File: config.mk
export PLATFORM = sky130hd
export DESIGN_NAME = serial_pll_divider_control
export DESIGN_NICKNAME = d
export VERILOG_FILES = /design/src/hw/serial_pll_pkg.sv /design/src/hw/serial_pll_divider_control.sv
export VERILOG_INCLUDE_DIRS = /design/src /design/src/hw
export SDC_FILE = /design/constraint.sdc
export NUM_CORES = 1
export LEC_CHECK = 0
export ABC_AREA = 1
export BUFFER_PORTS_ARGS = -buffer_cell sky130_fd_sc_hd__buf_4
export CAP_MARGIN = 20
export CORE_AREA = 2 2 134 136
export CTS_CLUSTER_SIZE = 20
export DETAILED_ROUTE_END_ITERATION = 16
export DIE_AREA = 0 0 136 138
export GPL_ROUTABILITY_DRIVEN = 0
export RECOVER_POWER = 25
export SKIP_LAST_GASP = 1
export SYNTH_ARGS = -nofsm -noshare
export SYNTH_HDL_FRONTEND = slang
export SYNTH_SLANG_ARGS = --single-unit
export TNS_END_PERCENT = 10
File: constraint.sdc
create_clock -name clk -period 4.05 [get_ports clk]
set_clock_uncertainty 0.2 [all_clocks]
set_input_delay 0.405 -clock clk [delete_from_list [all_inputs] [get_ports clk]]
set_output_delay 0.405 -clock clk [all_outputs]
set_load 0.05 [all_outputs]
File: src/hw/serial_pll_defs.svh
`ifndef SERIAL_PLL_DEFS_SVH
`define SERIAL_PLL_DEFS_SVH

// shift register and frame layout, last bit shifted sits in bit 0
`define SR_W 23
`define DEST_POS 0
`define REF_LSB 1
`define REF_W 14
`define SWAL_LSB 1
`define SWAL_W 7
`define MAIN_LSB 8
`define MAIN_W 11
`define PRE_SEL_POS 19
`define CUR_SEL_POS 20
`define MON_SEL_POS 21
`define POL_POS 22

// reset values of the latched words
`define REF_RST 14'h0003
`define MAIN_RST 11'h003
`define SWAL_RST 7'h00
`define PRE_SEL_RST 1'b1
`define CUR_SEL_RST 1'b0
`define MON_SEL_RST 1'b0
`define POL_RST 1'b1

// prescaler base moduli
`define PRE_MOD_LOW 8'h40
`define PRE_MOD_HIGH 8'h80

// timing counts, the first two in clk cycles, SOFT_COMPARES in phase compares
`define LOCK_ERR_CYC 4
`define ERR_LIMIT_CYC 8
`define SOFT_COMPARES 4

// synchronised pin indices
`define PIN_DATA 0
`define PIN_SCLK 1
`define PIN_LATCH 2
`define PIN_STBY 3
`define PIN_GATE 4
`define PIN_OSC 5
`define PIN_VCO 6
`define PIN_N 7

`endif

File: src/hw/serial_pll_pkg.sv
`default_nettype none
package serial_pll_pkg;
	// phase detector error state
	typedef enum logic [1:0] {
		PFD_IDLE,
		PFD_UP,
		PFD_DOWN
	} pfd_state_t;
endpackage : serial_pll_pkg
`default_nettype wire

File: src/hw/serial_pll_divider_control.sv
`timescale 1ns/1ps
`default_nettype none
`include "serial_pll_defs.svh"

// Operation
// main divider is 11-bit, ratio 3..2047, vco = (M*N+A)*osc/R
// swallow counter is 7-bit, preset 0..127
// reference divider is 14-bit, ratio 3..16383
// prescaler base ratio M is 64 or 128
// one data bit shifts in on each serial clock rising edge
// rising latch strobe moves shift register into selected latch
// destination high loads reference word, low loads divider and options
// host never programs reference or main ratio below 3
// counter fields are straight binary, highest bit most significant
// prescaler select high gives 64/65, low gives 128/129
// pump current select high means high current, low means low
// monitor select high puts monitor rate on pin, low lock indicator
// polarity high: pump and phase outputs follow the high table
// polarity low: pump and phase outputs reversed except when equal
// monitor shows reference rate with polarity high, divided rate low
// pump gate low forces pump output to high impedance
// standby low enters power saving, high resumes normal operation
// in power saving the pump output is high impedance
// in power saving the lock indicator stays high
// after power saving the phase error magnitude is limited
// host holds standby low at least 1 us after power-on
// host keeps latch strobe low while shifting bits
// destination bit is the last bit shifted before the strobe
module serial_pll_divider_control #(
	parameter int LOCK_ERR_CYCLES = `LOCK_ERR_CYC,
	parameter int ERR_LIMIT_CYCLES = `ERR_LIMIT_CYC,
	parameter int SOFT_COMPARES = `SOFT_COMPARES
) (
	input wire logic clk,
	input wire logic rst,
	input wire logic serial_data,
	input wire logic serial_clk,
	input wire logic latch_strobe,
	input wire logic standby_control,
	input wire logic pump_output_gate,
	input wire logic osc_in,
	input wire logic vco_in,
	output logic pump_out,
	output logic pump_oe,
	output logic ref_phase_out,
	output logic comp_phase_out,
	output logic comp_phase_oe,
	output logic lock_monitor_out,
	output logic [`REF_W-1:0] ref_ratio,
	output logic [`MAIN_W-1:0] main_ratio,
	output logic [`SWAL_W-1:0] swallow_count,
	output logic prescaler_ratio_select,
	output logic pump_current_high,
	output logic standby_active
);
	// refuse counts the error counter cannot hold
	if (LOCK_ERR_CYCLES < 1 || LOCK_ERR_CYCLES > 255 || ERR_LIMIT_CYCLES < 1
			|| ERR_LIMIT_CYCLES > 255 || SOFT_COMPARES < 1 || SOFT_COMPARES > 255) begin : g_chk
		$error("serial_pll_divider_control: bad count parameter");
	end

	// pin synchronisers, two flops per pin, third flop for edge finding
	wire logic [`PIN_N-1:0] pins = {vco_in, osc_in, pump_output_gate, standby_control,
		latch_strobe, serial_clk, serial_data};
	logic [`PIN_N-1:0] s1_q;
	logic [`PIN_N-1:0] s2_q;
	logic [`PIN_N-1:0] s3_q;
	for (genvar i = 0; i < `PIN_N; i++) begin : g_sync
		always_ff @(posedge clk) begin
			if (rst) begin
				s1_q[i] <= 1'b0;
				s2_q[i] <= 1'b0;
				s3_q[i] <= 1'b0;
			end else begin
				s1_q[i] <= pins[i];
				s2_q[i] <= s1_q[i];
				s3_q[i] <= s2_q[i];
			end
		end
	end
	function automatic logic rose(input logic [`PIN_N-1:0] now, input logic [`PIN_N-1:0] old,
			input int idx);
		rose = now[idx] & ~old[idx];
	endfunction : rose
	wire logic sclk_rise = rose(s2_q, s3_q, `PIN_SCLK);
	wire logic latch_rise = rose(s2_q, s3_q, `PIN_LATCH);
	wire logic osc_rise = rose(s2_q, s3_q, `PIN_OSC);
	wire logic vco_rise = rose(s2_q, s3_q, `PIN_VCO);
	wire logic standby = ~s2_q[`PIN_STBY];
	wire logic wake = s2_q[`PIN_STBY] & ~s3_q[`PIN_STBY];
	// serial shift register and latched words
	logic [`SR_W-1:0] sr_q, sr_d;
	logic [`REF_W-1:0] ref_q, ref_d;
	logic [`MAIN_W-1:0] main_q, main_d;
	logic [`SWAL_W-1:0] swal_q, swal_d;
	logic pre_sel_q, pre_sel_d, cur_sel_q, cur_sel_d;
	logic mon_sel_q, mon_sel_d, pol_q, pol_d;
	// shift and latch; strobe high during shifting is the host's concern
	always_comb begin
		sr_d = sr_q;
		ref_d = ref_q;
		main_d = main_q;
		swal_d = swal_q;
		pre_sel_d = pre_sel_q;
		cur_sel_d = cur_sel_q;
		mon_sel_d = mon_sel_q;
		pol_d = pol_q;
		if (sclk_rise) begin
			sr_d = {sr_q[`SR_W-2:0], s2_q[`PIN_DATA]};
		end
		if (latch_rise) begin
			if (sr_q[`DEST_POS]) begin
				ref_d = sr_q[`REF_LSB +: `REF_W];
			end else begin
				swal_d = sr_q[`SWAL_LSB +: `SWAL_W];
				main_d = sr_q[`MAIN_LSB +: `MAIN_W];
				pre_sel_d = sr_q[`PRE_SEL_POS];
				cur_sel_d = sr_q[`CUR_SEL_POS];
				mon_sel_d = sr_q[`MON_SEL_POS];
				pol_d = sr_q[`POL_POS];
			end
		end
	end

	always_ff @(posedge clk) begin
		if (rst) begin
			sr_q <= '0;
			ref_q <= `REF_RST;
			main_q <= `MAIN_RST;
			swal_q <= `SWAL_RST;
			pre_sel_q <= `PRE_SEL_RST;
			cur_sel_q <= `CUR_SEL_RST;
			mon_sel_q <= `MON_SEL_RST;
			pol_q <= `POL_RST;
		end else begin
			sr_q <= sr_d;
			ref_q <= ref_d;
			main_q <= main_d;
			swal_q <= swal_d;
			pre_sel_q <= pre_sel_d;
			cur_sel_q <= cur_sel_d;
			mon_sel_q <= mon_sel_d;
			pol_q <= pol_d;
		end
	end

	// reference and pulse-swallow dividers, held in standby
	logic [`REF_W-1:0] rcnt_q, rcnt_d;
	logic [7:0] pcnt_q, pcnt_d;
	logic [`MAIN_W-1:0] ncnt_q, ncnt_d;
	logic [`SWAL_W-1:0] acnt_q, acnt_d;
	logic fr_q, fr_d, fp_q, fp_d;
	logic [7:0] modulus;
	always_comb begin
		modulus = pre_sel_q ? `PRE_MOD_LOW : `PRE_MOD_HIGH;
		rcnt_d = rcnt_q;
		pcnt_d = pcnt_q;
		ncnt_d = ncnt_q;
		acnt_d = acnt_q;
		fr_d = 1'b0;
		fp_d = 1'b0;
		if (standby) begin
			rcnt_d = ref_q;
			ncnt_d = main_q;
			acnt_d = swal_q;
			pcnt_d = swal_q != '0 ? modulus : modulus - 8'h01;
		end else begin
			if (osc_rise) begin
				if (rcnt_q <= `REF_W'(1)) begin
					rcnt_d = ref_q;
					fr_d = 1'b1;
				end else begin
					rcnt_d = rcnt_q - `REF_W'(1);
				end
			end
			// prescaler divides by M+1 while swallowing, else M
			if (vco_rise) begin
				if (pcnt_q == 8'h00) begin
					if (ncnt_q <= `MAIN_W'(1)) begin
						ncnt_d = main_q;
						acnt_d = swal_q;
						fp_d = 1'b1;
					end else begin
						ncnt_d = ncnt_q - `MAIN_W'(1);
						acnt_d = acnt_q != '0 ? acnt_q - `SWAL_W'(1) : acnt_q;
					end
					pcnt_d = acnt_d != '0 ? modulus : modulus - 8'h01;
				end else begin
					pcnt_d = pcnt_q - 8'h01;
				end
			end
		end
	end

	always_ff @(posedge clk) begin
		if (rst) begin
			rcnt_q <= `REF_RST;
			pcnt_q <= 8'h00;
			ncnt_q <= `MAIN_RST;
			acnt_q <= `SWAL_RST;
			fr_q <= 1'b0;
			fp_q <= 1'b0;
		end else begin
			rcnt_q <= rcnt_d;
			pcnt_q <= pcnt_d;
			ncnt_q <= ncnt_d;
			acnt_q <= acnt_d;
			fr_q <= fr_d;
			fp_q <= fp_d;
		end
	end

	// phase frequency detector with error width, lock and soft start
	serial_pll_pkg::pfd_state_t st_q, st_d;
	logic [7:0] err_q, err_d;
	logic [7:0] soft_q, soft_d;
	logic lock_q, lock_d;
	always_comb begin
		st_d = st_q;
		err_d = err_q;
		soft_d = soft_q;
		lock_d = lock_q;
		case (st_q)
			serial_pll_pkg::PFD_IDLE: begin
				if (fr_q && !fp_q) begin
					st_d = serial_pll_pkg::PFD_UP;
				end else if (fp_q && !fr_q) begin
					st_d = serial_pll_pkg::PFD_DOWN;
				end
			end
			serial_pll_pkg::PFD_UP: begin
				if (fp_q) begin
					st_d = serial_pll_pkg::PFD_IDLE;
				end
			end
			serial_pll_pkg::PFD_DOWN: begin
				if (fr_q) begin
					st_d = serial_pll_pkg::PFD_IDLE;
				end
			end
			default: st_d = serial_pll_pkg::PFD_IDLE;
		endcase
		if (st_d == serial_pll_pkg::PFD_IDLE) begin
			err_d = 8'h00;
		end else if (err_q != 8'hff) begin
			err_d = err_q + 8'h01;
		end
		if (st_q != serial_pll_pkg::PFD_IDLE && st_d == serial_pll_pkg::PFD_IDLE) begin
			lock_d = err_q < 8'(LOCK_ERR_CYCLES);
			soft_d = soft_q != 8'h00 ? soft_q - 8'h01 : soft_q;
		end
		if (standby) begin
			st_d = serial_pll_pkg::PFD_IDLE;
			err_d = 8'h00;
			lock_d = 1'b1;
		end
		if (wake) begin
			soft_d = 8'(SOFT_COMPARES);
		end
	end

	always_ff @(posedge clk) begin
		if (rst) begin
			st_q <= serial_pll_pkg::PFD_IDLE;
			err_q <= 8'h00;
			soft_q <= 8'h00;
			lock_q <= 1'b1;
		end else begin
			st_q <= st_d;
			err_q <= err_d;
			soft_q <= soft_d;
			lock_q <= lock_d;
		end
	end

	// output pin registers
	logic pump_out_q, pump_out_d, pump_oe_q, pump_oe_d;
	logic rphase_q, rphase_d, cphase_oe_q, cphase_oe_d, mon_q, mon_d, stby_q, stby_d;
	logic fast, slow, limited;
	always_comb begin
		// reference ahead means up state; polarity low swaps the roles
		fast = st_q == (pol_q ? serial_pll_pkg::PFD_UP : serial_pll_pkg::PFD_DOWN);
		slow = st_q == (pol_q ? serial_pll_pkg::PFD_DOWN : serial_pll_pkg::PFD_UP);
		limited = soft_q != 8'h00 && err_q >= 8'(ERR_LIMIT_CYCLES);
		pump_out_d = fast;
		rphase_d = slow;
		cphase_oe_d = fast;
		if (st_q == serial_pll_pkg::PFD_IDLE) begin
			pump_out_d = 1'b0;
			rphase_d = 1'b0;
			cphase_oe_d = 1'b0;
		end
		pump_oe_d = st_q != serial_pll_pkg::PFD_IDLE;
		if (!s2_q[`PIN_GATE] || standby || limited) begin
			pump_oe_d = 1'b0;
		end
		if (mon_sel_q) begin
			mon_d = pol_q ? fr_q : fp_q;
		end else begin
			mon_d = lock_q;
		end
		stby_d = standby;
	end
	always_ff @(posedge clk) begin
		if (rst) begin
			pump_out_q <= 1'b0;
			pump_oe_q <= 1'b0;
			rphase_q <= 1'b0;
			cphase_oe_q <= 1'b0;
			mon_q <= 1'b1;
			stby_q <= 1'b1;
		end else begin
			pump_out_q <= pump_out_d;
			pump_oe_q <= pump_oe_d;
			rphase_q <= rphase_d;
			cphase_oe_q <= cphase_oe_d;
			mon_q <= mon_d;
			stby_q <= stby_d;
		end
	end

	// every output straight from a flop, except comp_phase_out which is tied low
	assign pump_out = pump_out_q;
	assign pump_oe = pump_oe_q;
	assign ref_phase_out = rphase_q;
	assign comp_phase_out = 1'b0; // open drain only ever pulls low
	assign comp_phase_oe = cphase_oe_q;
	assign lock_monitor_out = mon_q;
	assign ref_ratio = ref_q;
	assign main_ratio = main_q;
	assign swallow_count = swal_q;
	assign prescaler_ratio_select = pre_sel_q;
	assign pump_current_high = cur_sel_q;
	assign standby_active = stby_q;
endmodule : serial_pll_divider_control
`default_nettype wire

==> out/metrics.yaml <==
status: "finished, final reports clean"
synthFlopType: "dfxtp_1"
synth_top_area_cell: "dfxtp_1"
path_cells: "inv_1, ha_1, inv_1, nor2_1, nand2_1, o21ai_0, nand2_1, nor2_1, nand3_1, nand2_1, inv_1, ha_1, o221ai_1, a31oi_1"
grt_pass1_vias: 5053
fin_crit_sh_pct: 59.9
cp_slowest_cell: "dfxtp_1"
dieArea_um2: 18800
hold_viol_final: 0
yosysSeqAreaShare_pct: 44.4
drc: 0
worstPathMaxFanout: 6
cap_violations: 0
synthCells: 866
drt_iter0_drc: 327
crit_required_ps: 4130
async_flop_share_pct: 0
slew_headroom_pct: 27.6
dr.pass1.iters: 4
rr_startpoint: "acnt_q[0]$_SDFFE_PP0P_"
start_util_pct: 37.0
ys_ff_latch: 144
avgSynthCellArea_um2: 7.50
antenna_found_initial: 0
routed-wl-met2_mm: 6.74
nets: 930
path_clk_slew_ps: 60
cp-startpoint: "acnt_q[0]$_SDFFE_PP0P_"
dr_wl_met3_um: 428
die_w_um: 136
yosysWarnings: 0
wire_per_inst_um: 12.5
critPathMaxStageDelay_ps: 320
die_h_um: 138
total_power_mw: 3.47
fin_cells: 1149
highest_layer: "met4"
grt_pass1_wl_mm: 24.8
boundaryPins: 50
met1_length_mm: 7.07
setup_ws_ps: 1620
setup_viol: 0
rsz0062_at_grt: "false"
critical-path-top-delay-family: "simple AND/OR/NAND/NOR gates"
placed_cell_area_um2: 6990
ctsRootBufferMaster: "clkbuf_16"
syn_area_um2: 6490
syn_nets: 888
clock-sinks: 144
rows: 49
worstSetupStartpointType: "register"
power.density_nw_per_um2: 459
cts_made_buffers: 17
utilization_pct: 43.2
grt_max_degree: 47
clock_latency_ps: 420
crit_path_end_kind: "register"
clk_path_buf_depth: 2
synth_commonest_cells: "dfxtp_1 (144), nor2_1 (136), nand2_1 (112)"
totalWireLength_mm: 14.4
postRouteAntennaNets: 0
num_vias: 5443
hp-start: "s1_q[1]$_SDFF_PP0_"
synth_edf_count: 0
cts_hold_buf: 7
via_per_inst: 4.74
yosysUniqueCellTypes: 48
ir_drop_mv: 0.296
place_ws_ps: 1650
diodes: 0
stdcell_area_um2: 7570
arrival_ps: 2500
nFillCells: 1835
tns_ps: 0
post_cts_buffers: 0
ys_top_cells_by_area: "dfxtp_1 (44%), nor2_1 (7.9%), o21ai_0 (7.6%)"
min_path_type: "reg2reg"
port_buffers: 48
syn_to_final_growth_pct: 16.7
slew_violations: 0
fmax_mhz: 412
post-route-min-period_ps: 2430
worst-path-buf-inv: 3
grt.total_usage_pct: 16.4
worstMarginPinSlew_ps: 1080
ctsResizeCount: 0
cts_tree: "built"
netlist.area_leader.share_pct: 44.4
dp_cells: 1111
grt_overflow: 0
hold_ws_ps: 203
drive_gt1_share_pct: 12.7
yosysMostFrequentCell: "dfxtp_1"
path_class: "reg2reg"
p_leak_nw: 3.28
h-tree-depth: 4
hpwl_mm: 10.1
coreArea_um2: 17500
final cells by class:
type                    instances  area (um^2)  share of cell area, %
clock inverters                 9          108                   1.42
well taps                     229          287                   3.78
flip-flops and latches        144         2880                   38.1
inverters                     110          413                   5.45
clock buffers                  22          484                   6.39
repair buffers                 58          397                   5.24
multi-input cells             577         3000                   39.6
kinds of logic after synthesis:
group	count (synthesis)	share of synthesized area [%]
flops	144	44.4
xor+xnor	18	2.43
compound gates	220	19.2
simple gates	325	22.3
fa+ha+maj	13	2.51
other cells	1	0.0578
buf+inv	145	9.08
sequential cells by signal, indices dropped and copies added, names as in the netlist, 7 cells and up:
signal,flops
ref_ratio,14
main_ratio,11
sr_q,23
rcnt_q,14
acnt_q,7
swallow_count,7
pcnt_q,8
s1_q,7
ncnt_q,11
soft_q,8
err_q,8
s2_q,7
layout by cell type (no fill, tap or decap), types with 9 or more instances in the layout:
cell type	synthesis	routed
inv_1	99	101
o21ai_0	99	99
nand3_1	28	28
xor2_1	13	13
o211ai_1	12	12
clkbuf_16	0	17
o21ai_1	11	11
clkbuf_1	23	16
nand2_1	112	112
buf_4	3	29
dfxtp_1	144	144
nor3_1	8	10
inv_2	11	9
ha_1	13	13
a21oi_2	14	14
nor2_1	136	137
a21oi_1	67	67
worst paths after layout:
| path | cells after the start | slack [ps] | to |
|---|---|---|---|
| worst max-delay path | 14 | 1620 | pcnt_q[6]$_SDFFE_PP0P_ |
| worst max register to register | 14 | 1620 | pcnt_q[6]$_SDFFE_PP0P_ |
| worst min-delay path | 2 | 200 | s2_q[1]$_SDFF_PP0_ |
| worst min register to register | 2 | 200 | s2_q[1]$_SDFF_PP0_ |
worst min-delay path: stages (launching register included):
cell	delay [ps]
dfxtp_1	300
inv_1	40
nor2_1	30
routing by layer:
metal / vias to the layer above / GRT usage [%]
li1: 2893 / -
met1: 2465 / 22.0
met4: 0 / 5.37
met3: 15 / 3.85
met5: - / 0
met2: 70 / 25.9
power breakdown:
| part | internal (mW) | switching (mW) | total (mW) |
|---|---|---|---|
| registers | 1.48 | 0.0516 | 1.53 |
| logic | 0.134 | 0.259 | 0.393 |
| clock network | 0.966 | 0.587 | 1.55 |
| total | 2.58 | 0.897 | 3.47 |
No activity file was read; power rests on OpenSTA's default activity.
